<file path="config.mk">
export PLATFORM = sky130hd
export DESIGN_NAME = periph_irq_enable_top
export DESIGN_NICKNAME = d
export VERILOG_FILES = /design/src/design/irq_bank_pkg.sv /design/src/design/irq_bank_if.sv /design/src/design/irq_source_bank.sv /design/src/design/apb_access_fsm.sv /design/src/design/periph_irq_enable_top.sv
export SDC_FILE = /design/constraint.sdc
export NUM_CORES = 1
export LEC_CHECK = 0
export ABC_AREA = 1
export BUFFER_PORTS_ARGS = -buffer_cell sky130_fd_sc_hd__buf_2
export CORE_MARGIN = 2
export CORE_UTILIZATION = 49
export CTS_CLUSTER_DIAMETER = 200
export DETAILED_ROUTE_END_ITERATION = 16
export GPL_TIMING_DRIVEN = 1
export PLACE_DENSITY = 0.81
export SYNTH_ARGS = -nofsm -noshare
export SYNTH_HDL_FRONTEND = slang
export SYNTH_SLANG_ARGS = --single-unit
export TNS_END_PERCENT = 5
</file>
<file path="constraint.sdc">
create_clock -name pclk -period 2 [get_ports pclk]
set_clock_uncertainty 0.15 [all_clocks]
set_input_delay 0.5 -clock pclk [delete_from_list [all_inputs] [get_ports pclk]]
set_output_delay 0.5 -clock pclk [all_outputs]
set_load 0.05 [all_outputs]
</file>
<file path="src/design/irq_bank_pkg.sv">
// Constants, field layout and types shared by the peripheral interrupt enable banks
package irq_bank_pkg;
  // ---------------------------------------------------------------------------
  // Bus and register map
  // ---------------------------------------------------------------------------
  localparam int unsigned addr_w = 8;
  localparam int unsigned data_w = 32;
  localparam int unsigned bank_w = 8;
  localparam logic [7:0] off_enable_bank2 = 8'h00;
  localparam logic [7:0] off_enable_bank3 = 8'h04;
  localparam logic [7:0] off_irq_control = 8'h08;
  localparam logic [7:0] off_flag_bank2 = 8'h0C;
  localparam logic [7:0] off_flag_bank3 = 8'h10;
  localparam logic [7:0] off_pending = 8'h14;
  localparam logic [1:0] align_mask = 2'h3;
  localparam int unsigned strb_lane0 = 0;
  localparam logic [7:0] bank_reset = 8'h00;
  localparam logic ctrl_reset = 1'b0;
  localparam int unsigned ctrl_global_peripheral_irq_enable_bit = 0;
  localparam int unsigned pending_bank3_lsb = 8;
  // ---------------------------------------------------------------------------
  // Bit positions, first bank
  // ---------------------------------------------------------------------------
  localparam int unsigned osc_fail_bit = 7;
  localparam int unsigned clock_switch_bit = 6;
  localparam int unsigned timer_c_gate_bit = 5;
  localparam int unsigned timer_c_overflow_bit = 4;
  localparam int unsigned logic_cell_d_bit = 3;
  localparam int unsigned logic_cell_c_bit = 2;
  localparam int unsigned logic_cell_b_bit = 1;
  localparam int unsigned logic_cell_a_bit = 0;
  // ---------------------------------------------------------------------------
  // Bit positions, second bank
  // ---------------------------------------------------------------------------
  localparam int unsigned waveform_gen_b_bit = 7;
  localparam int unsigned waveform_gen_a_bit = 6;
  localparam int unsigned timer_e_gate_bit = 5;
  localparam int unsigned timer_e_overflow_bit = 4;
  localparam int unsigned capcmp_d_bit = 3;
  localparam int unsigned capcmp_c_bit = 2;
  localparam int unsigned capcmp_b_bit = 1;
  localparam int unsigned capcmp_a_bit = 0;
  // ---------------------------------------------------------------------------
  // Bus handshake states
  // ---------------------------------------------------------------------------
  typedef enum logic [1:0] {
    st_idle = 2'b01,
    st_access = 2'b10
  } apb_state_e;
endpackage : irq_bank_pkg

</file>
<file path="src/design/irq_bank_if.sv">
// Interfaces that carry signals between the top and its three submodules
`timescale 1ns/1ps
`default_nettype none
interface bank_if;
  logic wr_enable;
  logic wr_clear;
  logic [7:0] wdata;
  logic [7:0] event_in;
  logic [7:0] enable;
  logic [7:0] flag;
  logic [7:0] pending;
  modport bank (input wr_enable, input wr_clear, input wdata, input event_in,
                output enable, output flag, output pending);
  modport ctrl (output wr_enable, output wr_clear, output wdata, output event_in,
                input enable, input flag, input pending);
endinterface : bank_if

interface apb_port_if;
  logic psel;
  logic penable;
  logic pwrite;
  logic ready;
  logic wr_take;
  logic rd_capture;
  modport fsm (input psel, input penable, input pwrite,
               output ready, output wr_take, output rd_capture);
  modport ctrl (output psel, output penable, output pwrite,
                input ready, input wr_take, input rd_capture);
endinterface : apb_port_if
`default_nettype wire

</file>
<file path="src/design/irq_source_bank.sv">
// One bank of eight enable bits and eight sticky source flags
`timescale 1ns/1ps
`default_nettype none
module irq_source_bank
  import irq_bank_pkg::*;
(
  input wire logic pclk,
  input wire logic presetn,
  bank_if.bank b
);
  logic [7:0] enable;
  logic [7:0] flag;
  logic [7:0] next_enable;
  logic [7:0] next_flag;

  always_comb begin
    next_enable = b.wr_enable ? b.wdata : enable;
  end

  // ---------------------------------------------------------------------------
  // Flags
  // ---------------------------------------------------------------------------
  // Event beats a write-one-to-clear in the same cycle, so no event is lost
  for (genvar i = 0; i < bank_w; i++) begin : g_flag
    assign next_flag[i] = b.event_in[i] | (flag[i] & ~(b.wr_clear & b.wdata[i]));
  end

  always_ff @(posedge pclk or negedge presetn) begin
    if (!presetn) begin
      enable <= bank_reset;
      flag <= bank_reset;
    end else begin
      enable <= next_enable;
      flag <= next_flag;
    end
  end

  assign b.enable = enable;
  assign b.flag = flag;
  assign b.pending = flag & enable;
endmodule : irq_source_bank
`default_nettype wire

</file>
<file path="src/design/apb_access_fsm.sv">
// APB setup/access sequencing with zero wait states
`timescale 1ns/1ps
`default_nettype none
module apb_access_fsm
  import irq_bank_pkg::*;
(
  input wire logic pclk,
  input wire logic presetn,
  apb_port_if.fsm p
);
  apb_state_e state;
  apb_state_e next_state;

  always_comb begin
    next_state = state;
    case (state)
      st_idle: begin
        if (p.psel && !p.penable) begin
          next_state = st_access;
        end
      end
      st_access: begin
        next_state = st_idle;
      end
      default: begin
        next_state = st_idle;
      end
    endcase
  end

  always_ff @(posedge pclk or negedge presetn) begin
    if (!presetn) begin
      state <= st_idle;
    end else begin
      state <= next_state;
    end
  end

  // Read data are sampled at the setup edge so prdata is a flop in the access cycle
  assign p.ready = (state == st_access);
  assign p.wr_take = (state == st_access) && p.psel && p.penable && p.pwrite;
  assign p.rd_capture = (state == st_idle) && p.psel && !p.penable && !p.pwrite;
endmodule : apb_access_fsm
`default_nettype wire

</file>
<file path="src/design/periph_irq_enable_top.sv">
// Peripheral interrupt enable banks two and three with flags, global gate and APB access
//
// Operation
// - No bank interrupt reaches the core unless the global peripheral enable is set.
// - First bank bit 6 enables the clock switch completion interrupt.
// - First bank bit 5 enables the third timer gate interrupt.
// - First bank bits 3 to 0 enable logic cells four to one.
// - Second bank bits 7 and 6 enable waveform generators two and one.
// - Second bank bit 5 enables the fifth timer gate interrupt.
// - Second bank bit 4 enables the fifth timer overflow interrupt.
// - Second bank bits 3 to 0 enable capture/compare units four to one.
// - Source flags set on their event regardless of any enable bit.
`timescale 1ns/1ps
`default_nettype none
module periph_irq_enable_top
  import irq_bank_pkg::*;
(
  input wire logic pclk,
  input wire logic presetn,
  input wire logic psel,
  input wire logic penable,
  input wire logic pwrite,
  input wire logic [7:0] paddr,
  input wire logic [31:0] pwdata,
  input wire logic [3:0] pstrb,
  output logic [31:0] prdata,
  output logic pready,
  output logic pslverr,
  input wire logic [7:0] bank2_event,
  input wire logic [7:0] bank3_event,
  output logic irq,
  output logic osc_fail_irq_en,
  output logic clock_switch_done_irq_en,
  output logic timer_c_gate_irq_en,
  output logic timer_c_overflow_irq_en,
  output logic logic_cell_d_irq_en,
  output logic logic_cell_c_irq_en,
  output logic logic_cell_b_irq_en,
  output logic logic_cell_a_irq_en,
  output logic waveform_gen_b_irq_en,
  output logic waveform_gen_a_irq_en,
  output logic timer_e_gate_irq_en,
  output logic timer_e_overflow_irq_en,
  output logic capcmp_d_irq_en,
  output logic capcmp_c_irq_en,
  output logic capcmp_b_irq_en,
  output logic capcmp_a_irq_en
);
  // ---------------------------------------------------------------------------
  // Submodules
  // ---------------------------------------------------------------------------
  bank_if b2 ();
  bank_if b3 ();
  apb_port_if ap ();

  apb_access_fsm u_apb (
    .pclk(pclk),
    .presetn(presetn),
    .p(ap.fsm)
  );

  irq_source_bank u_bank2 (
    .pclk(pclk),
    .presetn(presetn),
    .b(b2.bank)
  );

  irq_source_bank u_bank3 (
    .pclk(pclk),
    .presetn(presetn),
    .b(b3.bank)
  );

  assign ap.psel = psel;
  assign ap.penable = penable;
  assign ap.pwrite = pwrite;

  // ---------------------------------------------------------------------------
  // Address decode
  // ---------------------------------------------------------------------------
  logic aligned;
  logic hit_enable2;
  logic hit_enable3;
  logic hit_control;
  logic hit_flag2;
  logic hit_flag3;
  logic hit_pending;
  logic addr_hit;
  logic lane0;
  logic wr_ok;

  assign aligned = ((paddr[1:0] & align_mask) == 2'h0);
  always_comb begin
    hit_enable2 = 1'b0;
    hit_enable3 = 1'b0;
    hit_control = 1'b0;
    hit_flag2 = 1'b0;
    hit_flag3 = 1'b0;
    hit_pending = 1'b0;
    case (paddr)
      off_enable_bank2: begin
        hit_enable2 = 1'b1;
      end
      off_enable_bank3: begin
        hit_enable3 = 1'b1;
      end
      off_irq_control: begin
        hit_control = 1'b1;
      end
      off_flag_bank2: begin
        hit_flag2 = 1'b1;
      end
      off_flag_bank3: begin
        hit_flag3 = 1'b1;
      end
      off_pending: begin
        hit_pending = 1'b1;
      end
      default: begin
        hit_pending = 1'b0;
      end
    endcase
  end
  assign addr_hit = aligned & (hit_enable2 | hit_enable3 | hit_control | hit_flag2 | hit_flag3 | hit_pending);

  // Only the low byte lane carries state; a write with that lane off stores nothing
  assign lane0 = pstrb[strb_lane0];
  assign wr_ok = ap.wr_take & lane0;

  // ---------------------------------------------------------------------------
  // Bank write strobes
  // ---------------------------------------------------------------------------
  // The pending word gets no strobe, so a write to it falls away without an error
  logic wr_enable2;
  logic wr_enable3;
  logic wr_clear2;
  logic wr_clear3;

  always_comb begin
    wr_enable2 = 1'b0;
    wr_enable3 = 1'b0;
    wr_clear2 = 1'b0;
    wr_clear3 = 1'b0;
    if (wr_ok) begin
      wr_enable2 = hit_enable2;
      wr_enable3 = hit_enable3;
      wr_clear2 = hit_flag2;
      wr_clear3 = hit_flag3;
    end
  end

  assign b2.wr_enable = wr_enable2;
  assign b3.wr_enable = wr_enable3;
  assign b2.wr_clear = wr_clear2;
  assign b3.wr_clear = wr_clear3;
  assign b2.wdata = pwdata[7:0];
  assign b3.wdata = pwdata[7:0];
  assign b2.event_in = bank2_event;
  assign b3.event_in = bank3_event;

  // ---------------------------------------------------------------------------
  // Interrupt control register
  // ---------------------------------------------------------------------------
  logic global_peripheral_irq_enable;
  logic next_global_peripheral_irq_enable;

  always_comb begin
    next_global_peripheral_irq_enable = global_peripheral_irq_enable;
    if (wr_ok && hit_control) begin
      next_global_peripheral_irq_enable = pwdata[ctrl_global_peripheral_irq_enable_bit];
    end
  end

  always_ff @(posedge pclk or negedge presetn) begin
    if (!presetn) begin
      global_peripheral_irq_enable <= ctrl_reset;
    end else begin
      global_peripheral_irq_enable <= next_global_peripheral_irq_enable;
    end
  end

  // ---------------------------------------------------------------------------
  // Read mux
  // ---------------------------------------------------------------------------
  logic [31:0] read_value;
  logic [31:0] interrupt_control_reg;
  logic [15:0] pending_all;

  assign pending_all = {b3.pending, b2.pending};

  always_comb begin
    interrupt_control_reg = 32'h0000_0000;
    interrupt_control_reg[ctrl_global_peripheral_irq_enable_bit] = global_peripheral_irq_enable;
  end

  always_comb begin
    read_value = 32'h0000_0000;
    if (aligned) begin
      case (paddr)
        off_enable_bank2: begin
          read_value = {24'h00_0000, b2.enable};
        end
        off_enable_bank3: begin
          read_value = {24'h00_0000, b3.enable};
        end
        off_irq_control: begin
          read_value = interrupt_control_reg;
        end
        off_flag_bank2: begin
          read_value = {24'h00_0000, b2.flag};
        end
        off_flag_bank3: begin
          read_value = {24'h00_0000, b3.flag};
        end
        off_pending: begin
          read_value = {16'h0000, pending_all};
        end
        default: begin
          read_value = 32'h0000_0000;
        end
      endcase
    end
  end

  // ---------------------------------------------------------------------------
  // Read data register
  // ---------------------------------------------------------------------------
  logic [31:0] next_prdata;

  always_comb begin
    next_prdata = prdata;
    if (ap.rd_capture) begin
      next_prdata = read_value;
    end
  end

  always_ff @(posedge pclk or negedge presetn) begin
    if (!presetn) begin
      prdata <= 32'h0000_0000;
    end else begin
      prdata <= next_prdata;
    end
  end

  // ---------------------------------------------------------------------------
  // Bus answer
  // ---------------------------------------------------------------------------
  // Unmapped or misaligned addresses answer with an error and change nothing
  assign pready = ap.ready;
  assign pslverr = ap.ready & ~addr_hit;

  // ---------------------------------------------------------------------------
  // Request to the core
  // ---------------------------------------------------------------------------
  // Registered so the core sees a clean level; costs one cycle of latency
  logic [15:0] gated_request;
  logic next_irq;

  // One gate per source; the global enable stands in front of every bank bit
  for (genvar s = 0; s < 2 * bank_w; s++) begin : g_gate
    assign gated_request[s] = pending_all[s] & global_peripheral_irq_enable;
  end

  always_comb begin
    next_irq = |gated_request;
  end

  always_ff @(posedge pclk or negedge presetn) begin
    if (!presetn) begin
      irq <= 1'b0;
    end else begin
      irq <= next_irq;
    end
  end

  // ---------------------------------------------------------------------------
  // Enable fan-out, first bank
  // ---------------------------------------------------------------------------
  assign osc_fail_irq_en = b2.enable[osc_fail_bit];
  assign clock_switch_done_irq_en = b2.enable[clock_switch_bit];
  assign timer_c_gate_irq_en = b2.enable[timer_c_gate_bit];
  assign timer_c_overflow_irq_en = b2.enable[timer_c_overflow_bit];
  assign logic_cell_d_irq_en = b2.enable[logic_cell_d_bit];
  assign logic_cell_c_irq_en = b2.enable[logic_cell_c_bit];
  assign logic_cell_b_irq_en = b2.enable[logic_cell_b_bit];
  assign logic_cell_a_irq_en = b2.enable[logic_cell_a_bit];

  // ---------------------------------------------------------------------------
  // Enable fan-out, second bank
  // ---------------------------------------------------------------------------
  assign waveform_gen_b_irq_en = b3.enable[waveform_gen_b_bit];
  assign waveform_gen_a_irq_en = b3.enable[waveform_gen_a_bit];
  assign timer_e_gate_irq_en = b3.enable[timer_e_gate_bit];
  assign timer_e_overflow_irq_en = b3.enable[timer_e_overflow_bit];
  assign capcmp_d_irq_en = b3.enable[capcmp_d_bit];
  assign capcmp_c_irq_en = b3.enable[capcmp_c_bit];
  assign capcmp_b_irq_en = b3.enable[capcmp_b_bit];
  assign capcmp_a_irq_en = b3.enable[capcmp_a_bit];
endmodule : periph_irq_enable_top
`default_nettype wire

</file>
; ---- After elaboration in Yosys (flattened, before gate mapping)
; Index checks and enable logic that the tools add are counted.
[classes]
addsub = 0
multipliers = 0
n_div = 0
magnitude_cmp = 0
eq_ne = 8
shift = 0
mux = 14
bitwise_logic = 91
reduce_logical = 13
[op_table]
columns = cell, count
row1 = 16-bit one-hot mux with 6 select lines, 1
row2 = 1-bit AND, 51
row3 = 1-bit OR, 21
row4 = 1-bit inverter, 17
row5 = 8-bit AND, 2
row6 = 8-bit by 4-bit equality test with 1-bit output (second input constant), 2
row7 = 8-bit by 5-bit equality test with 1-bit output (second input constant), 2
row8 = 16-bit 2-to-1 mux, 1
row9 = 16-bit OR reduction, 1
row10 = 1-bit 2-to-1 mux, 10
row11 = 8-bit by 3-bit equality test with 1-bit output (second input constant), 1
row12 = 1-bit logical AND, 8
row13 = 8-bit zero test, 1
row14 = 2-bit 2-to-1 mux, 2
row15 = 2-bit by 1-bit equality test with 1-bit output (second input constant), 1
row16 = 2-bit equality test (second input constant), 1
row17 = 1-bit zero test, 2
row18 = 2-bit zero test, 1
row19 = 2-bit by 1-bit != test with 1-bit output (second input constant), 1
[word_totals]
ff_bits = 68
latch_bits = 0
mem_bits_rw = 0
mem_bits_ro = 0
output_inout_bits = 51
wordCells = 134
memories = 0

; ---- Depth between registers and ports, before layout
; Gate-level depths: netlist (run 1).
[logic_depth]
ltp_word = 10
ltp_mapped = 10

; ---- Modules after synthesis
; From an unflattened synthesis (run 1), not the netlist that was laid out.
[unflattened]
cells_unflattened = 391
area_unflattened_um2 = 2922.8
[by_module_without_submodules]
columns = module, n_inst, cells_per_inst, area_per_inst_um2, seq_area_each_um2
row1 = periph_irq_enable_top, 1, 198, 1425.1, 450.4
row2 = irq_source_bank, 2, 90, 696.9, 400.4
row3 = apb_access_fsm, 1, 13, 103.8, 51.3

; ---- Worst setup path after synthesis (run 1)
; No wires, ideal clock.
[synth_path]
path_kind = input-to-output
startpoint = in paddr[6]
endpoint = out pslverr
t_arrival_ns = 1.781
required_time_ns = 1.350
slack_ns = -0.431
stages = 7
path_cell_list = inv_1 nand2_1 nor2_8 buf_4 nand2_1 nand3_1 a21oi_1
[synth_between]
elab_chain_cells = 10
word_cells_on_any_way = 20
[synth_rtl]
columns = element, line
row1 = "start, declared", periph_irq_enable_top.sv:23  ; input wire logic [7:0] paddr,
row2 = 8-bit by 3-bit equality test with 1-bit output / 8-bit zero test (equally long branches), periph_irq_enable_top.sv:100  ; case (paddr)
row3 = 1-bit 2-to-1 mux, periph_irq_enable_top.sv:100
row4 = 1-bit OR (4 in series), periph_irq_enable_top.sv:124  ; assign addr_hit = aligned & (hit_enable2 | hit_enable3 | hit_control | hit_flag2 | hit_flag3 | hit_pending);
row5 = 1-bit OR *, periph_irq_enable_top.sv:124
row6 = 1-bit AND *, periph_irq_enable_top.sv:124
row7 = 1-bit inverter *, periph_irq_enable_top.sv:250  ; assign pslverr = ap.ready & ~addr_hit;
row8 = 1-bit AND *, periph_irq_enable_top.sv:250
row9 = "end, declared", periph_irq_enable_top.sv:28  ; output logic pslverr,
; Every way passes the cells marked *; elsewhere a longest branch is shown, timed or not.

; ---- Final worst setup path (run 1)
[layout_path]
startpoint = in paddr[3]
endpoint = out pslverr
; The elaborated chain is that of the path after synthesis.

==> run metrics, run 1 <==
max-slew violation total from the final report=0; Worst Reg-to-Reg Cells=5; IO buf count=72; die extent in y=around 81 um; synth warn=0; status=complete, no violations; root buf cell=clkbuf_8; post-route cell area=between 3000 and 4000 um2; Final Util=between 60% and 70%; synth unique cells=28; Routed Antenna Nets=0; dpl hpwl=5220 um; via-per-instance ratio=slightly above 5; P_sw=between 0.0005 and 0.0006 W; Num CTS Buffers=5; worst-path fanout max=3; vias in the first global route=approximately 2400; top cell type's share of synthesized area=44.3%; leading area contributor after synthesis=dfrtp_1; Req. time, crit path=~1400 ps; Total Wirelength=6940 um; Max clock buf depth=2; largest net degree at the start of global routing=between 50 and 60; Comb power frac=12.3%; layout cells sized above 1=~36%; synth top area cells=dfrtp_1 (44%), nand2_1 (13%), o21ai_2 (5.2%); Final min period=approximately 2000 ps; critical path arrival=1300 ps; sw frac=26.0%; htree depth=2; commonest non-fill, non-tap cell in the layout=nand2_1; n_diodes=0; met3 WL post-DR=approximately 550 um; commonest non-fill, non-tap cells in the layout=nand2_1 (99), buf_2 (71), dfrtp_1 (51); I/O Pins=between 100 and 150; Core Region=between 5000 and 6000 um2; Mapped Cells=between 300 and 400; register area share after synthesis=45.2%; endpoint class of the critical path=primary output; RSZ-0062 raised after global routing=no; Iteration-0 DRC Markers=about 190; FF+latch count, synth=52; Reg power frac=52.9%; uppermost layer routed=met4; insertion delay to the later sink of the worst-skew pair=slightly above 300 ps; Lkg Pwr=between 1.5 and 2 nW; first-pass GRT wire length=~11000 um; Syn Area/Cell=~8.6 um2; WL/cell=13.9 um; drt first pass iters=4; Worst Setup Start Kind=primary input; routability congestion estimate=slightly below 0.9; Met2 Routed Length=3270 um; HP Class=in2async; area of the mapped netlist=just under 3000 um2; Fin. Hold Viols=0; GRT Util Overall=~23%; M1 WL=about 3000 um; Peak Freq=around 510 MHz; total grt overflow=0; clock group share of total power=a little over a third; clock net sink count=52; CTS tree=done; initial antenna violation count=0; routed via count=roughly 2500; internal power=0.00148 W; Layout Nets=492; maximum VDD drop=around 0.30 mV; Core Rows=27; Cell Area, Placed=around 3400 um2; Post-CTS Setup Repair Bufs=0; die span in x=approximately 81 um; Max-cap violations=0; DRC viols=0; Starting Density=51.4%; Worst-path clk slew=around 90 ps; Final period util=a little under 100%; DIE AREA=6510 um2; Crit Path Class=in2out; synthesis-to-layout area growth=21.1%; final setup vio count=0; Pwr per Cell Area=572 nW/um2
==> worst paths after layout <==
path                       slack, ps            from                end
min in group pclk                220  bank3_event[2]  u_bank3.b.flag[2]
max in group asynchronous       1410         presetn     u_apb.state[0]
hold reg to reg                  330       prdata[3]          prdata[3]
setup / recovery                  50        paddr[3]            pslverr
setup reg to reg                 350  u_apb.state[0]          prdata[9]
hold / removal                    20         presetn          prdata[6]
==> sequential cells by signal, indices dropped and copies added, names as in the netlist <==
signal                        cells
prdata                           16
u_bank2.b.enable                  8
u_bank2.b.flag                    8
u_bank3.b.enable                  8
u_bank3.b.flag                    8
u_apb.state                       2
global_peripheral_irq_enable      1
irq                               1
==> metal layers <==
metal / up-vias / global-route usage, %
met5: - / 0
met4: 0 / 7.97
met3: 14 / 5.51
met2: 95 / 37.3
met1: 1182 / 30.3
li1: 1232 / -
==> critical path, stage by stage <==
cell	delay [ps]
buf_2	100
inv_1	60
nand2_2	100
nor2_8	60
nand2_4	60
nand3_2	90
a21oi_4	160
buf_6	170
==> cell families (layout without fill, tap and decap cells) <==
group / after synthesis / in the layout / share of synthesized area (%)
buffers and inverters: 62 / 136 / 11.2
DFF: 52 / 52 / 45.2
AOI/OAI and AO/OA: 51 / 51 / 12.5
other: 1 / 16 / 0.130
and+or+nand+nor: 171 / 171 / 30.9
==> stage by stage <==
step / std cells / hold WS (ps) / power [W] / setup WS (ps) / setup TNS (ps)
2_1_floorplan: 352 / 54.4 / 0.00125 / 9.47 / 0
4_1_cts: 498 / 22.2 / 0.00200 / 21.8 / 0
6_report: 498 / 15.5 / 0.00200 / 53.4 / 0
3_5_place_dp: 492 / 312 / 0.00132 / -32.2 / -32.2
3_3_place_gp: 492 / 312 / 0.00132 / -32.3 / -32.3
5_1_grt: 498 / 32.7 / 0.00206 / 5.73 / 0
==> synth_stat cells <==
cell / number
dfrtp_1: 51
nor2_8: 3
dfstp_2: 1
buf_6: 3
nand3_4: 2
nor3_4: 1
o31ai_1: 4
nand4_2: 1
o21ai_0: 7
nand2_1: 100
nand3b_1: 7
o31ai_2: 4
conb_1: 1
nor2_2: 1
a21oi_1: 1
buf_2: 1
inv_2: 6
buf_4: 18
a21boi_0: 1
nor2_4: 4
o21ai_1: 17
inv_1: 34
nand2_4: 3
o21ai_2: 17
nand3_1: 28
nand2_2: 10
nand4_1: 4
nor2_1: 7
==> repair_timing <==
action                                  in CTS  in global routing
endpoints found under the setup margin       1                  1
endpoints found under the hold margin        0                  0
gates cloned                                 0                  0
hold buffers                                 0                  0
resized for setup                            1                  2
pin swaps                                    0                  1
==> power by group through the flow <==
| stage | sequential (W) | clock, W | combinational [W] |
|---|---|---|---|
| global placement | 0.00108 | 0 | 0.000239 |
| global route | 0.00106 | 0.000734 | 0.000266 |
| finish | 0.00106 | 0.000695 | 0.000245 |
| CTS | 0.00106 | 0.000700 | 0.000245 |
| floorplan | 0.00109 | 0 | 0.000166 |
| detailed placement | 0.00108 | 0 | 0.000244 |
==> cell type report <==
| class | count | area (um2) |
|---|---|---|
| Multi-Input combinational cell | 238 | 1340 |
| Clock buffer | 5 | 68.8 |
| Timing Repair Buffer | 90 | 514 |
| Inverter | 40 | 150 |
| Sequential cell | 52 | 1300 |
| Tap cell | 72 | 90.1 |
| Clock inverter | 1 | 30.0 |
| Fill cell | 497 | 2120 |
Note: power is estimated with default switching activity, not from simulation.
==> run 2, diff against run 1 <==
ABC_AREA = 0   (was 1)
CORE_UTILIZATION = 47   (was 49)
PLACE_DENSITY = 0.8   (was 0.81)
==> run metrics, run 2 <==
synthesis-to-layout area growth=28.3%; worst r2r src=u_apb.state[0]; total grt overflow=0 (unchanged); dpl hpwl=5120 um (-1.9%); max reg flops=16 (unchanged); r2r setup slk=-130 ps (-480 ps); DRC viols=0 (unchanged); routed via count=2276 (-9.8%); GR peak layer=met2; Comb power frac=12.7% (+0.4 points); crit path cell chain=buf_2 > or3_4 > or4_4 > or3_4 > mux2_4; Worst Reg-to-Reg Cells=4 (-1); Async S/R FF share, synth=100% (unchanged); htree depth=2 (unchanged); n_diodes=0 (unchanged); met3 global-route usage=5.00% (-0.51 points); Levels on crit path=5 (-3); Pwr per Cell Area=609 nW/um2 (+6.4%); WP buf/inv=1 (-2); Starting Density=48.3% (-3.1 points); endpoint class of the critical path=register; failing checks=setup timing; Cell Area, Placed=3160 um2 (-6.6%); status=complete, but fails checks; final setup vio count=18 (+18); Core Region=5440 um2 (-3.0%); Lkg Pwr=1.61 nW (-17%); vias in the first global route=2222 (-8.2%); CP max stage delay=540 ps (+370 ps); via-per-instance ratio=5.59 (+10%); largest net degree at the start of global routing=29 (-45%); synth top area cells=dfrtp_1 (49%), nand2_1 (5.0%), buf_4 (4.9%); Total Power=0.00205 W (+2.7%); IO buf count=72 (unchanged); Worst Setup SP=paddr[7]; Hold Path Stages=2; Worst Setup Start Kind=primary input; Post-synth EDFFs=0 (unchanged); Layout Cells excl Fill=407 (-18%); commonest non-fill, non-tap cells in the layout=buf_2 (70), dfrtp_1 (51), nand2_1 (35); drt first pass iters=5 (+1); CTS tree=done; CP max-delay cell=or4_4; clock net sink count=52 (unchanged); Reg power frac=51.5% (-1.4 points); Crit path max-delay family=simple AND/OR/NAND/NOR gates; initial antenna violation count=0 (unchanged); post-route cell area=3370 um2 (-3.5%); HP Class=in2reg; first-pass GRT wire length=11000 um (-4.3%); internal power=0.00151 W (+2.3%); Final period util=111% (+14 points); CP Capture Point=u_bank2.b.enable[5]; die extent in y=78.8 um (-2.4%); Req. time, crit path=2060 ps (+710 ps); insertion delay to the later sink of the worst-skew pair=320 ps (about the same); Iteration-0 DRC Markers=163 (-12%); final worst slack=-219 ps (-273 ps); Mapped Cells=241 (-28%); WL/cell=17.0 um (+22%); GR Layer Usage met2=37.0% (-0.32 points); FF-to-FF End=u_bank2.b.enable[5]; clock group share of total power=35.8% (+1.0 points); Fin. Hold Viols=0 (unchanged); dominant synthesized flop cell=dfrtp_1; Max-cap violations=0 (unchanged); DIE AREA=6200 um2 (-4.8%); Worst-path clk slew=90 ps (about the same); worst-path fanout max=8 (+5); Largest Register=prdata; Post-CTS Setup Repair Bufs=0 (unchanged); FF+latch count, synth=52 (unchanged); DP Cell Count=399 (-19%); Num CTS Buffers=5 (unchanged); area of the mapped netlist=2630 um2 (-8.9%); min-delay src=bank2_event[7]; RSZ-0062 raised after global routing=yes; Crit Path Class=in2reg; critical path arrival=2280 ps (+980 ps); cell with the most instances after synthesis=dfrtp_1; layout cells sized above 1=41.8% (+6.1 points); synth unique cells=43 (+54%); Routed Antenna Nets=0 (unchanged); Total Wirelength=6940 um (about the same); routability congestion estimate=0.808 (-8.4%); Layout Nets=399 (-19%); maximum VDD drop=0.433 mV (+44%); Final min period=2220 ps (+273 ps); die span in x=78.8 um (-2.4%); P_sw=0.000539 W (+3.8%); Max clock buf depth=2 (unchanged); Synth top cells by count=dfrtp_1 (51), nand2_1 (35), buf_4 (17), o21ai_0 (17), a21o_1 (16); register area share after synthesis=49.6% (+4.4 points); sw frac=26.3% (+0.28 points); Core Rows=27 (unchanged); I/O Pins=116 (unchanged); top cell type's share of synthesized area=48.6% (+4.3 points); GRT Util Overall=23.3% (+0.24 points); cell mode on critical path=or3_4; max-slew violation total from the final report=0 (unchanged); leading area contributor after synthesis=dfrtp_1; Peak Freq=451 MHz (-12%); commonest non-fill, non-tap cell in the layout=buf_2; Syn Area/Cell=10.9 um2 (+27%); GR Layer Usage met1=30.9% (+0.56 points); root buf cell=clkbuf_8; synth warn=0 (unchanged)
[run 2: logic make-up (layout without fill, tap and decap cells)]
| group | after synthesis | count (layout) | synth area share, % |
|---|---|---|---|
| AND/OR/NAND/NOR | 75 | 75 | 15.8 |
| multiplexers | 22 | 22 | 10.8 |
| AO/OA/AOI/OAI | 60 | 60 | 16.2 |
| flip-flops | 52 | 52 | 49.6 |
| buffers and inverters | 31 | 110 | 7.48 |
| other | 1 | 16 | 0.143 |
[run 2: worst reg2reg max path, cell delays in order, from the launching register on]
cell,delay (ps)
dfstp_2,380
nand2b_1,150
or4_4,550
or3_4,450
mux2_4,330
[run 2: how the worst min path moves through the flow]
| stage | slack [ps] | to |
|---|---|---|
| 2_1_floorplan | 50 | global_peripheral_irq_enable |
| 3_3_place_gp | 280 | u_bank2.b.flag[5] |
| 3_5_place_dp | 290 | u_bank2.b.flag[5] |
| 4_1_cts | 200 | u_bank2.b.flag[0] |
| 5_1_grt | 200 | u_bank3.b.flag[2] |
| 6_report | 200 | u_bank2.b.flag[7] |
[run 2: power groups by stage]
stage | Clock, W | Combinational, W | Sequential, W
after floorplan | 0 | 0.000148 | 0.00109
after global placement | 0 | 0.000241 | 0.00108
after detailed placement | 0 | 0.000243 | 0.00108
after CTS | 0.000734 | 0.000250 | 0.00106
after global routing | 0.000778 | 0.000280 | 0.00106
final | 0.000734 | 0.000261 | 0.00106
[run 2: routing by layer]
layer  up-vias  share of wire [%]
li1       1037                  -
met1      1092                 42
met2       130                 48
met3        17                8.0
met4         0                2.4
met5         -                  0
[run 2: per-stage QoR]
stage                     hold WS, ps  util (%)  setup WS [ps]  TNS [ps]
after global placement            281      58.1           -583    -14760
after global routing              202      62.0           -231     -3620
final                             203      62.0           -219     -3030
after CTS                         198      61.2           -253     -3380
after detailed placement          286      58.1           -606    -15660
after floorplan                  54.4         -           -536    -13840
[run 2: final cells by class]
type	instances	area (um2)
Fill cell	453	2070
Sequential cell	52	1300
Multi-Input combinational cell	173	1260
Timing Repair Buffer	98	594
Tap cell	72	90.1
Clock buffer	6	72.6
Clock inverter	2	35.0
Inverter	4	15.0
[run 2: what timing repair did]
item                                    4_1_cts  5_1_grt
pin swaps                                     1        3
resized for setup                            15       19
cloned                                        0        0
endpoints found under the hold margin        13        0
endpoints found under the setup margin       33       34
hold buffers                                  1        0
